File: src/hdl/dal_pkg.sv
// constants for the dma channel address limit block
package dal_pkg;
  localparam int          ADDR_W        = 24;
  localparam int          DATA_W        = 32;
  localparam logic [7:0]  OFF_START     = 8'h04;
  localparam logic [7:0]  OFF_LIMIT     = 8'h08;
  localparam logic [7:0]  OFF_DEV       = 8'h0c;
  localparam logic [7:0]  OFF_CTRL      = 8'h10;
  localparam logic [7:0]  OFF_STATUS    = 8'h14;
  localparam logic [7:0]  OFF_MASK      = 8'h18;
  localparam logic [7:0]  OFF_CRC_EN    = 8'h20;
  localparam int          CTRL_INC_MEM  = 16;
  localparam int          CTRL_INC_DEV  = 17;
  localparam int          CTRL_SIZE_LO  = 20;
  localparam int          CTRL_ABORT    = 25;
  localparam int          ST_DONE       = 0;
  localparam int          ST_TERM       = 1;
  localparam int          ST_ABORT      = 2;
  localparam int          ST_W          = 3;
  localparam logic [23:0] ADDR_RST      = 24'h000000;
  localparam logic [2:0]  SIZE_RST      = 3'h0;
  localparam int          CHAN_NUM      = 0;
endpackage

File: src/hdl/dal_adder.sv
// address advance by packet size, optional per enable
`timescale 1ns/1ps
module dal_adder (
  input  wire logic [23:0] addr_in,
  input  wire logic [2:0]  size,
  input  wire logic        inc_en,
  output logic      [23:0] addr_out
);
  always_comb begin
    if (inc_en) begin
      addr_out = addr_in + {21'h0, size};
    end else begin
      addr_out = addr_in;
    end
  end
endmodule

File: src/hdl/dal_irq.sv
// sticky status bits with write-one-to-clear and mask
`timescale 1ns/1ps
module dal_irq (
  input  wire logic       clk,
  input  wire logic       rst,
  input  wire logic       ce,
  input  wire logic [2:0] set_ev,
  input  wire logic [2:0] clr_w1c,
  input  wire logic [2:0] mask,
  output logic      [2:0] status_ff,
  output logic            irq_ff
);
  always_ff @(posedge clk) begin
    if (rst) begin
      status_ff <= 3'h0;
    end else if (ce) begin
      status_ff <= (status_ff & ~clr_w1c) | set_ev;
    end
  end
  always_ff @(posedge clk) begin
    if (rst) begin
      irq_ff <= 1'b0;
    end else if (ce) begin
      irq_ff <= |(((status_ff & ~clr_w1c) | set_ev) & mask);
    end
  end
endmodule

File: src/hdl/dal_top.sv
// dma channel address tracking with limit compare and apb registers
//
// The APB interface to the registers was decided locally.
`timescale 1ns/1ps
// What this block does
// - limit bounds transfer only with memory increment
// - memory address equals limit ends, flags done
// - addresses 24 bits wide, upper bits reserved
// - device address drives master peripheral bus
// - device address advances by size if enabled
// - crc exists on channel zero only
// - memory address advances by size if enabled
// - no memory increment means no self-ending
module dal_top (
  input  wire logic        clk,
  input  wire logic        rst,
  input  wire logic        ce,
  input  wire logic        psel,
  input  wire logic        penable,
  input  wire logic        pwrite,
  input  wire logic [7:0]  paddr,
  input  wire logic [31:0] pwdata,
  output logic      [31:0] prdata,
  output logic             pready,
  output logic             pslverr,
  input  wire logic        xfer_active,
  input  wire logic        pkt_done,
  input  wire logic        flow_term,
  output logic      [23:0] mem_addr,
  output logic      [23:0] dev_addr,
  output logic             xfer_end,
  output logic             irq
);
  logic [23:0] start_ff;
  logic [23:0] limit_ff;
  logic [23:0] dev_ff;
  logic        inc_mem_ff;
  logic        inc_dev_ff;
  logic [2:0]  size_ff;
  logic        abort_ff;
  logic [2:0]  mask_ff;
  logic        crc_en_ff;
  logic [31:0] prdata_ff;
  logic        pready_ff;
  logic        pslverr_ff;
  logic        end_ff;
  logic [23:0] nxt_start;
  logic [23:0] nxt_dev;
  logic [2:0]  status;
  logic        irq_w;
  logic [2:0]  ev;
  logic [2:0]  w1c;
  logic        acc;
  logic        wr;
  logic        hit_limit;
  logic        adv;
  logic        map_ok;

  assign acc = psel & penable & ~pready_ff;
  assign wr  = acc & pwrite;
  assign adv = xfer_active & pkt_done & ~end_ff;

  always_comb begin
    unique case (paddr)
      dal_pkg::OFF_START, dal_pkg::OFF_LIMIT, dal_pkg::OFF_DEV,
      dal_pkg::OFF_CTRL, dal_pkg::OFF_STATUS, dal_pkg::OFF_MASK,
      dal_pkg::OFF_CRC_EN: map_ok = 1'b1;
      default: map_ok = 1'b0;
    endcase
  end

  dal_adder u_mem_add (
    .addr_in  (start_ff),
    .size     (size_ff),
    .inc_en   (inc_mem_ff & adv),
    .addr_out (nxt_start)
  );

  dal_adder u_dev_add (
    .addr_in  (dev_ff),
    .size     (size_ff),
    .inc_en   (inc_dev_ff & adv),
    .addr_out (nxt_dev)
  );

  // limit compare on the updated address, only with increment on
  assign hit_limit = adv & inc_mem_ff
                   & (nxt_start == limit_ff);

  assign ev  = {abort_ff & xfer_active & ~end_ff,
                flow_term & xfer_active & ~end_ff,
                hit_limit};
  assign w1c = (wr && paddr == dal_pkg::OFF_STATUS) ? pwdata[2:0] : 3'h0;

  dal_irq u_irq (
    .clk       (clk),
    .rst       (rst),
    .ce        (ce),
    .set_ev    (ev),
    .clr_w1c   (w1c),
    .mask      (mask_ff),
    .status_ff (status),
    .irq_ff    (irq_w)
  );

  // memory address register, hardware advance wins over write
  always_ff @(posedge clk) begin
    if (rst) begin
      start_ff <= dal_pkg::ADDR_RST;
    end else if (ce) begin
      if (adv) begin
        start_ff <= nxt_start;
      end else if (wr && paddr == dal_pkg::OFF_START) begin
        start_ff <= pwdata[23:0];
      end
    end
  end

  always_ff @(posedge clk) begin
    if (rst) begin
      limit_ff <= dal_pkg::ADDR_RST;
    end else if (ce && wr && paddr == dal_pkg::OFF_LIMIT) begin
      limit_ff <= pwdata[23:0];
    end
  end

  always_ff @(posedge clk) begin
    if (rst) begin
      dev_ff <= dal_pkg::ADDR_RST;
    end else if (ce) begin
      if (adv) begin
        dev_ff <= nxt_dev;
      end else if (wr && paddr == dal_pkg::OFF_DEV) begin
        dev_ff <= pwdata[23:0];
      end
    end
  end

  // control fields; abort self-clears while the transfer end flag is set
  always_ff @(posedge clk) begin
    if (rst) begin
      inc_mem_ff <= 1'b0;
      inc_dev_ff <= 1'b0;
      size_ff    <= dal_pkg::SIZE_RST;
      abort_ff   <= 1'b0;
    end else if (ce) begin
      if (wr && paddr == dal_pkg::OFF_CTRL) begin
        inc_mem_ff <= pwdata[dal_pkg::CTRL_INC_MEM];
        inc_dev_ff <= pwdata[dal_pkg::CTRL_INC_DEV];
        size_ff    <= pwdata[dal_pkg::CTRL_SIZE_LO +: 3];
        abort_ff   <= pwdata[dal_pkg::CTRL_ABORT];
      end else if (end_ff) begin
        abort_ff   <= 1'b0;
      end
    end
  end

  always_ff @(posedge clk) begin
    if (rst) begin
      mask_ff   <= 3'h0;
      crc_en_ff <= 1'b0;
    end else if (ce && wr) begin
      if (paddr == dal_pkg::OFF_MASK) begin
        mask_ff <= pwdata[2:0];
      end
      if (paddr == dal_pkg::OFF_CRC_EN && dal_pkg::CHAN_NUM == 0) begin
        crc_en_ff <= pwdata[0];
      end
    end
  end

  // transfer end holds until the engine drops active
  always_ff @(posedge clk) begin
    if (rst) begin
      end_ff <= 1'b0;
    end else if (ce) begin
      if (!xfer_active) begin
        end_ff <= 1'b0;
      end else if (|ev) begin
        end_ff <= 1'b1;
      end
    end
  end

  // apb slave: one wait state, error on unmapped offsets
  always_ff @(posedge clk) begin
    if (rst) begin
      pready_ff  <= 1'b0;
      pslverr_ff <= 1'b0;
      prdata_ff  <= 32'h00000000;
    end else if (ce) begin
      pready_ff  <= acc;
      pslverr_ff <= acc & ~map_ok;
      if (acc && !pwrite) begin
        unique case (paddr)
          dal_pkg::OFF_START:  prdata_ff <= {8'h00, start_ff};
          dal_pkg::OFF_LIMIT:  prdata_ff <= {8'h00, limit_ff};
          dal_pkg::OFF_DEV:    prdata_ff <= {8'h00, dev_ff};
          dal_pkg::OFF_CTRL:   prdata_ff <= {6'h00, abort_ff, 2'h0,
                                             size_ff, 2'h0, inc_dev_ff,
                                             inc_mem_ff, 16'h0000};
          dal_pkg::OFF_STATUS: prdata_ff <= {29'h0, status};
          dal_pkg::OFF_MASK:   prdata_ff <= {29'h0, mask_ff};
          dal_pkg::OFF_CRC_EN: prdata_ff <= {31'h0, crc_en_ff};
          default:             prdata_ff <= 32'h00000000;
        endcase
      end
    end
  end

  assign prdata   = prdata_ff;
  assign pready   = pready_ff;
  assign pslverr  = pslverr_ff;
  assign mem_addr = start_ff;
  assign dev_addr = dev_ff;
  assign xfer_end = end_ff;
  assign irq      = irq_w;

  // address, limit and end checks
  a_done_on_limit: assert property (
    @(posedge clk) disable iff (rst)
    (ce && hit_limit) |=> (status[dal_pkg::ST_DONE] && end_ff))
    else $error("done not flagged at limit");

  a_no_inc_no_done: assert property (
    @(posedge clk) disable iff (rst)
    (ce && !inc_mem_ff) |=> !$rose(status[dal_pkg::ST_DONE]))
    else $error("done without memory increment");

  a_mem_advance: assert property (
    @(posedge clk) disable iff (rst)
    (ce && adv && inc_mem_ff) |=>
      (mem_addr == $past(start_ff) + {21'h0, $past(size_ff)}))
    else $error("memory address did not advance");

  a_mem_hold: assert property (
    @(posedge clk) disable iff (rst)
    (ce && adv && !inc_mem_ff) |=> $stable(mem_addr))
    else $error("memory address moved without increment");

  a_dev_advance: assert property (
    @(posedge clk) disable iff (rst)
    (ce && adv && inc_dev_ff) |=>
      (dev_addr == $past(dev_ff) + {21'h0, $past(size_ff)}))
    else $error("device address did not advance");

  a_dev_hold: assert property (
    @(posedge clk) disable iff (rst)
    (ce && adv && !inc_dev_ff) |=> $stable(dev_addr))
    else $error("device address moved without increment");

  a_limit_gate: assert property (
    @(posedge clk) disable iff (rst)
    (ce && adv && !inc_mem_ff && !flow_term && !abort_ff) |=> !xfer_end)
    else $error("limit used without memory increment");

  a_same_cycle: assert property (
    @(posedge clk) disable iff (rst)
    (ce && adv && inc_mem_ff && nxt_start == limit_ff) |=>
      (xfer_end && mem_addr == $past(limit_ff)))
    else $error("limit equality not flagged at once");

  a_end_blocks_pkt: assert property (
    @(posedge clk) disable iff (rst)
    (ce && end_ff && pkt_done && !wr) |=>
      ($stable(mem_addr) && $stable(dev_addr)))
    else $error("packet taken after transfer end");

  a_term_ends: assert property (
    @(posedge clk) disable iff (rst)
    (ce && flow_term && xfer_active && !end_ff) |=>
      (status[dal_pkg::ST_TERM] && end_ff))
    else $error("flow control end not taken");

  a_abort_ends: assert property (
    @(posedge clk) disable iff (rst)
    (ce && abort_ff && xfer_active && !end_ff) |=>
      (status[dal_pkg::ST_ABORT] && end_ff))
    else $error("abort did not end transfer");

  // register, interrupt and clock enable checks
  a_upper_zero: assert property (
    @(posedge clk) disable iff (rst)
    (ce && acc && !pwrite && (paddr == dal_pkg::OFF_START ||
      paddr == dal_pkg::OFF_LIMIT || paddr == dal_pkg::OFF_DEV)) |=>
      (prdata[31:24] == 8'h00))
    else $error("reserved address bits not zero");

  a_done_clear: assert property (
    @(posedge clk) disable iff (rst)
    (ce && wr && paddr == dal_pkg::OFF_STATUS && pwdata[0] && !ev[0]) |=>
      !status[dal_pkg::ST_DONE])
    else $error("done bit not cleared by write");

  a_irq_level: assert property (
    @(posedge clk) disable iff (rst)
    ce |=> (irq == |(status & $past(mask_ff))))
    else $error("interrupt level wrong");

  a_ce_freeze: assert property (
    @(posedge clk) disable iff (rst)
    !ce |=> ($stable(mem_addr) && $stable(dev_addr) &&
      $stable(xfer_end) && $stable(irq)))
    else $error("state moved with clock enable low");

  a_apb_answer: assert property (
    @(posedge clk) disable iff (rst)
    (ce && psel && penable && !pready) |=> pready)
    else $error("apb access not answered");
endmodule

File: config.mk
export PLATFORM = sky130hd
export DESIGN_NAME = dal_top
export DESIGN_NICKNAME = d
export VERILOG_FILES = /design/src/hdl/dal_pkg.sv /design/src/hdl/dal_adder.sv /design/src/hdl/dal_irq.sv /design/src/hdl/dal_top.sv
export SDC_FILE = /design/constraint.sdc
export NUM_CORES = 1
export LEC_CHECK = 0
export ABC_AREA = 1
export ABC_CLOCK_PERIOD_IN_PS = 3000
export BUFFER_PORTS_ARGS = -buffer_cell sky130_fd_sc_hd__clkbuf_2
export CORE_MARGIN = 1.5
export CORE_UTILIZATION = 23
export CTS_CLUSTER_SIZE = 8
export DETAILED_ROUTE_END_ITERATION = 8
export PLACE_DENSITY = 0.41
export RECOVER_POWER = 100
export SLEW_MARGIN = 20
export SYNTH_ARGS = -nofsm -noshare
export SYNTH_HDL_FRONTEND = slang
export SYNTH_HIERARCHICAL = 1
export SYNTH_SLANG_ARGS = --single-unit
File: constraint.sdc
create_clock -name clk -period 3 [get_ports clk]
set_clock_uncertainty 0.05 [all_clocks]
set_input_delay 0.3 -clock clk [delete_from_list [all_inputs] [get_ports clk]]
set_output_delay 0.3 -clock clk [all_outputs]
set_load 0.01 [all_outputs]
Yosys cells after proc, flatten, opt, wreduce, memory -nomap -nowiden

Index checks and enable logic that the tools add are counted.

Register bits: 121
Input port bits: 49
Output and inout port bits: 84
Word-level logic and storage cells: 82

Add/subtract/negate cells: 2
Equal/unequal tests: 10
Multiplexer cells: 13
Bitwise logic cells: 20
Reduce and logical (&&, ||, !) cells: 22

Operators by type and width:

| operator           | number |
|---|---|
| $pmux 26 s7        | 1 |
| $mux 24            | 6 |
| $add 24x3->24      | 2 |
| $eq 24x24->1       | 1 |
| $eq 8x5->1 const B | 3 |
| $eq 8x4->1 const B | 2 |
| $reduce_and 2->1   | 7 |
| $and 1x1->1        | 13 |
| $eq 8x3->1 const B | 1 |
| $eq 8x6->1 const B | 1 |
| $logic_and 1x1->1  | 7 |
| $reduce_or 7->1    | 1 |
| $and 3x3->3        | 2 |
| $reduce_bool 2->1  | 3 |
| $reduce_or 3->1    | 2 |
| $mux 1             | 5 |
| $ne 2x1->1 const B | 2 |
| $mux 3             | 1 |
| $not 1->1          | 3 |
| $not 3->3          | 1 |
| $or 3x3->3         | 1 |
| $reduce_and 3->1   | 1 |
| $logic_not 1->1    | 1 |

Depth between registers and ports, before layout

Depth in word-level cells: 10
Depth in mapped cells: 23
Mapped depth without buffers: 23

By module

Netlist, hierarchy kept.

Modules (own cells, without submodules):

| module                | instances | cells each | area each (sq um) | sequential area each (sq um) |
|---|---|---|---|---|
| dal_top               | 1         | 795        | 5452.7            | 2202.1 |
| dal_adder (u_dev_add) | 1         | 164        | 863.3             | 0.0 |
| dal_adder (u_mem_add) | 1         | 164        | 845.8             | 0.0 |
| dal_irq               | 1         | 37         | 211.5             | 80.1 |

Worst setup path before layout

OpenSTA, ideal clock, no wires.

Path type: register -> register
Start: reg end_ff (netlist: xfer_end)
End: reg u_irq.irq_ff
Library setup time: 64 ps
Arrival time: 2507 ps
Required time: 2886 ps
Path slack: 379 ps
Stages on the path, launching flop included: 21
Path buffers: 0
Period minus slack after synthesis: 2621 ps
Cells stage by stage: dfxtp_1 > nor2_2 > nand2_1 > nor2_1 > inv_2 > nor2_1 > nand3_1 > nor2_4 > xor2_1 > inv_1 > nand2_1 > nand2_1 > nor4_1 > nand4_1 > nor2_1 > inv_1 > nand2_1 > nand2_1 > nand2_1 > nor2_1 > nor2_1

Word-level cells in the longest chain between the ends: 9
Elaborated cells between the ends (all ways): 11
Those cells by class: eq/ne (1); mux (1); bitwise (8); reduce/logical (1)

RTL lines:

| what                   | RTL line        | text |
|---|---|---|
| from (decl)            | dal_top.sv:46   | `logic end_ff;` |
| from (signal assigned) | dal_top.sv:175  | `end_ff <= 1'b0;` |
| from (signal assigned) | dal_top.sv:178  | `end_ff <= 1'b0;` |
| from (signal assigned) | dal_top.sv:180  | `end_ff <= 1'b1;` |
| $not 1->1              | dal_top.sv:61   | `assign adv = xfer_active & pkt_done & ~end_ff;` |
| $and 1x1->1            | dal_top.sv:61   |  |
| $and 1x1->1            | dal_top.sv:75   | `.inc_en (inc_mem_ff & adv),` |
| $mux 24                | dal_adder.sv:10 | `if (inc_en) begin` |
| net nxt_start[14]      | dal_top.sv:47   | `logic [23:0] nxt_start;` |
| $eq 24x24->1           | dal_top.sv:88   | `& (nxt_start == limit_ff);` |
| $and 1x1->1            | dal_top.sv:88   |  |
| net ev[0]              | dal_top.sv:51   | `logic [2:0] ev;` |
| $or 3x3->3             | dal_irq.sv:24   | `irq_ff <= \|(((status_ff & ~clr_w1c) \| set_ev) & mask);` |
| $and 3x3->3            | dal_irq.sv:24   |  |
| $reduce_or 3->1        | dal_irq.sv:24   |  |
| to (signal assigned)   | dal_irq.sv:24   |  |
| to (decl)              | dal_irq.sv:11   | `output logic irq_ff` |

The timed path passes the listed nets, and every way through them passes these cells.
A chain may end at the register's enable or synchronous reset.

Worst setup path in the final report

Start: in paddr[0]
End: reg u_irq.irq_ff

Word-level cells in the longest chain between the ends: 8

RTL lines:

| what              | RTL line      | text |
|---|---|---|
| from (decl)       | dal_top.sv:21 | `input wire logic [7:0] paddr,` |
| $eq 8x5->1        | dal_top.sv:93 | `assign w1c = (wr && paddr == dal_pkg::OFF_STATUS) ? pwdata[2:0] : 3'h0;` |
| $logic_and 1x1->1 | dal_top.sv:93 |  |
| $mux 3            | dal_top.sv:93 |  |
| net w1c[0]        | dal_top.sv:52 | `logic [2:0] w1c;` |
| $not 3->3         | dal_irq.sv:24 |  |
| $and 3x3->3       | dal_irq.sv:24 |  |
| $or 3x3->3        | dal_irq.sv:24 |  |
| $and 3x3->3       | dal_irq.sv:24 |  |
| $reduce_or 3->1   | dal_irq.sv:24 |  |

The timed path passes the listed nets, and every way through them passes these cells.

==> summary.txt <==
Timing
  – Tmin final: roughly 2.8 ns
  – Final setup TNS: 0 ns
  – Slew headroom: -15.6%
  – Slew @ Worst Pin: 1.73 ns
  – Achievable Freq: roughly 0.35 GHz
  – Endpoints failing setup: 0
  – Hold WS: 0.0887 ns
  – Max-slew violations: 28
  – Final hold vios: 0
  – Final worst path period share: a little over nine tenths
  – Worst Slack Setup Final: 0.168 ns

Synth
  – Yosys cell types: 34
  – Post-Synth XOR/XNOR Area: 3.44%
  – Post-Syn Area per Cell: ~6.4 um^2
  – Synth warnings: 6
  – Post-synthesis compound-gate area fraction: 15.4%
  – Yosys top cell area share: just over 30%
  – Post-Syn Area: between 0.007 and 0.008 mm^2
  – Flop and latch count out of synthesis: approximately 110
  – Simple-Gate Fraction of Synth Area: 38.6%
  – Seq/Total Area, Yosys: 31.0%
  – Ranking of synthesized cells by area: dfxtp_1, nand2_1, nand3_1
  – Area leader, netlist: dfxtp_1
  – Syn Inst Count: 1160
  – Largest family of logic cells by synthesized area: simple AND/OR/NAND/NOR gates
  – Mux cell area share after synthesis: 0%
  – Synthesized-area fraction occupied by adder cells: 1.56%

Power and ir drop
  – Power density cells: a little under 500 mW/mm^2
  – Worst vdd ir: 0.380 mV
  – LEAKAGE: approximately 3.7 nW
  – Total Power: ~4.5 mW

Global route
  – Total global routing overflow: 0
  – GRT Total Usage: 19.0%
  – Vias in the first global route: 7607
  – Pin count of the biggest net entering global routing: 84
  – First-pass GRT wire length: 47000 um
  – Initial antenna violation count: 0

Layout
  – Most common cell after layout, fill and taps aside: nand2_1
  – Commonest cells after routing, fill and taps aside: nand2_1, nand3_1, dfxtp_1
  – Fin cells: 1707
  – Area grow syn2layout: 24.6%
  – Post-layout util: 29.1%
  – Final #Nets: 1349
  – Share of cells above drive strength 1: between 10% and 20%
  – Storage element area: 0.00229 mm^2
  – Area of the multi-input gates: 0.00447 mm^2
  – # diodes: 0
  – Fillers: 3601
  – Post-route cell area: approximately 0.0092 mm^2

Outcome
  – Failing checks: capacitance limit, slew limit
  – Outcome: finished with violations

Clock network
  – Clock Latency Late Sink: 0.43 ns
  – Clock sink count: 114
  – CTS clk-pin slew, worst paths: 0.06 ns
  – Root buf cell: clkbuf_16
  – CTS tree: done
  – Clock buffer count from CTS: 17
  – Post-CTS Hold Fix Bufs: 0
  – Clock buffer depth: 2
  – # H-tree levels: 4

Die
  – Die width: about 180 um
  – Core box area: 0.0316 mm^2
  – Cell Rows: 65
  – Number of I/O pins: 133
  – Die Ht: 182 um
  – Die area: 0.0331 mm^2
  – Initial core utilization: about a quarter

Hold path
  – Hold path depth: 3
  – Worst min path class: input pin to flip-flop

Flow run
  – Max Cap Violations: 1

Routing
  – Vias: roughly 8200
  – DR pass1 iterations: 6
  – Vias/cell: slightly below 5
  – Final WL: 31200 um
  – Drt drc: 0
  – Antenna-violating nets left: 0
  – Avg WL per Cell: 18.3 um
  – Initial DRC Count: between 500 and 600

Worst setup path
  – Max Fanout on Critical Path: 27
  – Worst Path Arrival: 3.10 ns
  – Critical path required time: 3.27 ns
  – R2R cell count: 19
  – Setup crit end kind: flip-flop
  – CP Launch Type: input pin
  – Kind of critical path: input pin to flip-flop

Placed design
  – Dpl hpwl: roughly 23000 um
  – DP Worst Slack: -0.0269 ns
  – Placed instance area: around 0.0085 mm^2
  – Number of buffers added on ports: 118
  – DP Cell Count: 1673
  – GPL Wtd Cong: 0.927
## report_power, final
group / leakage (nW) / switching [mW] / internal, mW / total, mW
Clock: 0.326 / 0.818 / 1.60 / 2.42
Sequential: 0.926 / 0.0688 / 1.55 / 1.62
Combinational: 2.43 / 0.318 / 0.147 / 0.465
## sequential cells by signal (all words and copies together) (netlist names), 3 cells and up
| signal | count |
|---|---|
| size_ff | 3 |
| mem_addr | 24 |
| prdata | 25 |
| u_irq/status_ff | 3 |
| mask_ff | 3 |
| limit_ff | 24 |
| dev_addr | 24 |
## worst paths after layout
path	startpoint	to	slack, ns
max	paddr[0]	u_irq/irq_ff	0.17
min	pwdata[19]	limit_ff[19]	0.09
max reg2reg	mem_addr[0]	u_irq/irq_ff	0.17
min reg2reg	prdata[11]	prdata[11]	0.41
## synthesized netlist by cell type
library cell / instances
nand2_1: 321
nand3_1: 115
dfxtp_1: 114
inv_1: 102
nor2_1: 100
o21ai_0: 85
a21oi_1: 52
a31oi_1: 48
clkbuf_1: 33
xor2_1: 21
nand4_1: 18
nor2_2: 18
buf_4: 14
nand2_2: 13
nand3b_1: 11
nor2_4: 10
o211ai_1: 10
o21ai_1: 10
buf_2: 9
nor3_1: 9
xnor2_1: 8
ha_1: 6
inv_2: 6
nor4_1: 6
buf_6: 5
nand3_2: 4
and2_1: 3
fa_1: 2
nand2_4: 2
a21oi_4: 1
conb_1: 1
nor3_2: 1
nor3_4: 1
o21bai_1: 1
## cells by family (layout without fill, tap and decap cells)
| kind of cell | Yosys count | in the layout |
|---|---|---|
| DFF | 114 | 114 |
| buffers and inverters | 169 | 308 |
| xor gates and xnor gates | 29 | 29 |
| other | 1 | 7 |
| adders and majority gates | 8 | 8 |
| AOI/OAI and AO/OA | 207 | 207 |
| and+or+nand+nor | 632 | 632 |
## routing by layer
layer,up-vias,global-route usage (%),wire (um)
met5,-,0,0
met4,0,7.37,946
met3,35,3.15,1340
met2,238,31.5,14800
met1,3849,24.6,14100
li1,4088,-,-
## critical path, stage by stage
cell and delay, ns:
clkbuf_1 0.08, inv_1 0.05, nand2_1 0.08, nor3_1 0.30, clkbuf_1 1.29, nand3_1 0.34, nor2_1 0.20, inv_1 0.05
nand2_1 0.05, nand2_1 0.07, nand2_1 0.06, nand2_1 0.05, nor2_1 0.14, nor2_1 0.05
## layout make-up
class / count / area share (%)
clock inverters: 13 / 2.51
clock buffers: 19 / 4.93
flip-flops and latches: 114 / 24.9
repair buffers: 168 / 9.20
inverters: 108 / 4.41
multi-input cells: 883 / 48.6
well taps: 402 / 5.47
## timing repair
| action | 4_1_cts | 5_1_grt |
|---|---|---|
| buffers inserted | 0 | 2 |
| endpoints found under the setup margin | 0 | 2 |
| resized for setup | 0 | 29 |
Note: power is estimated with default switching activity, not from simulation.
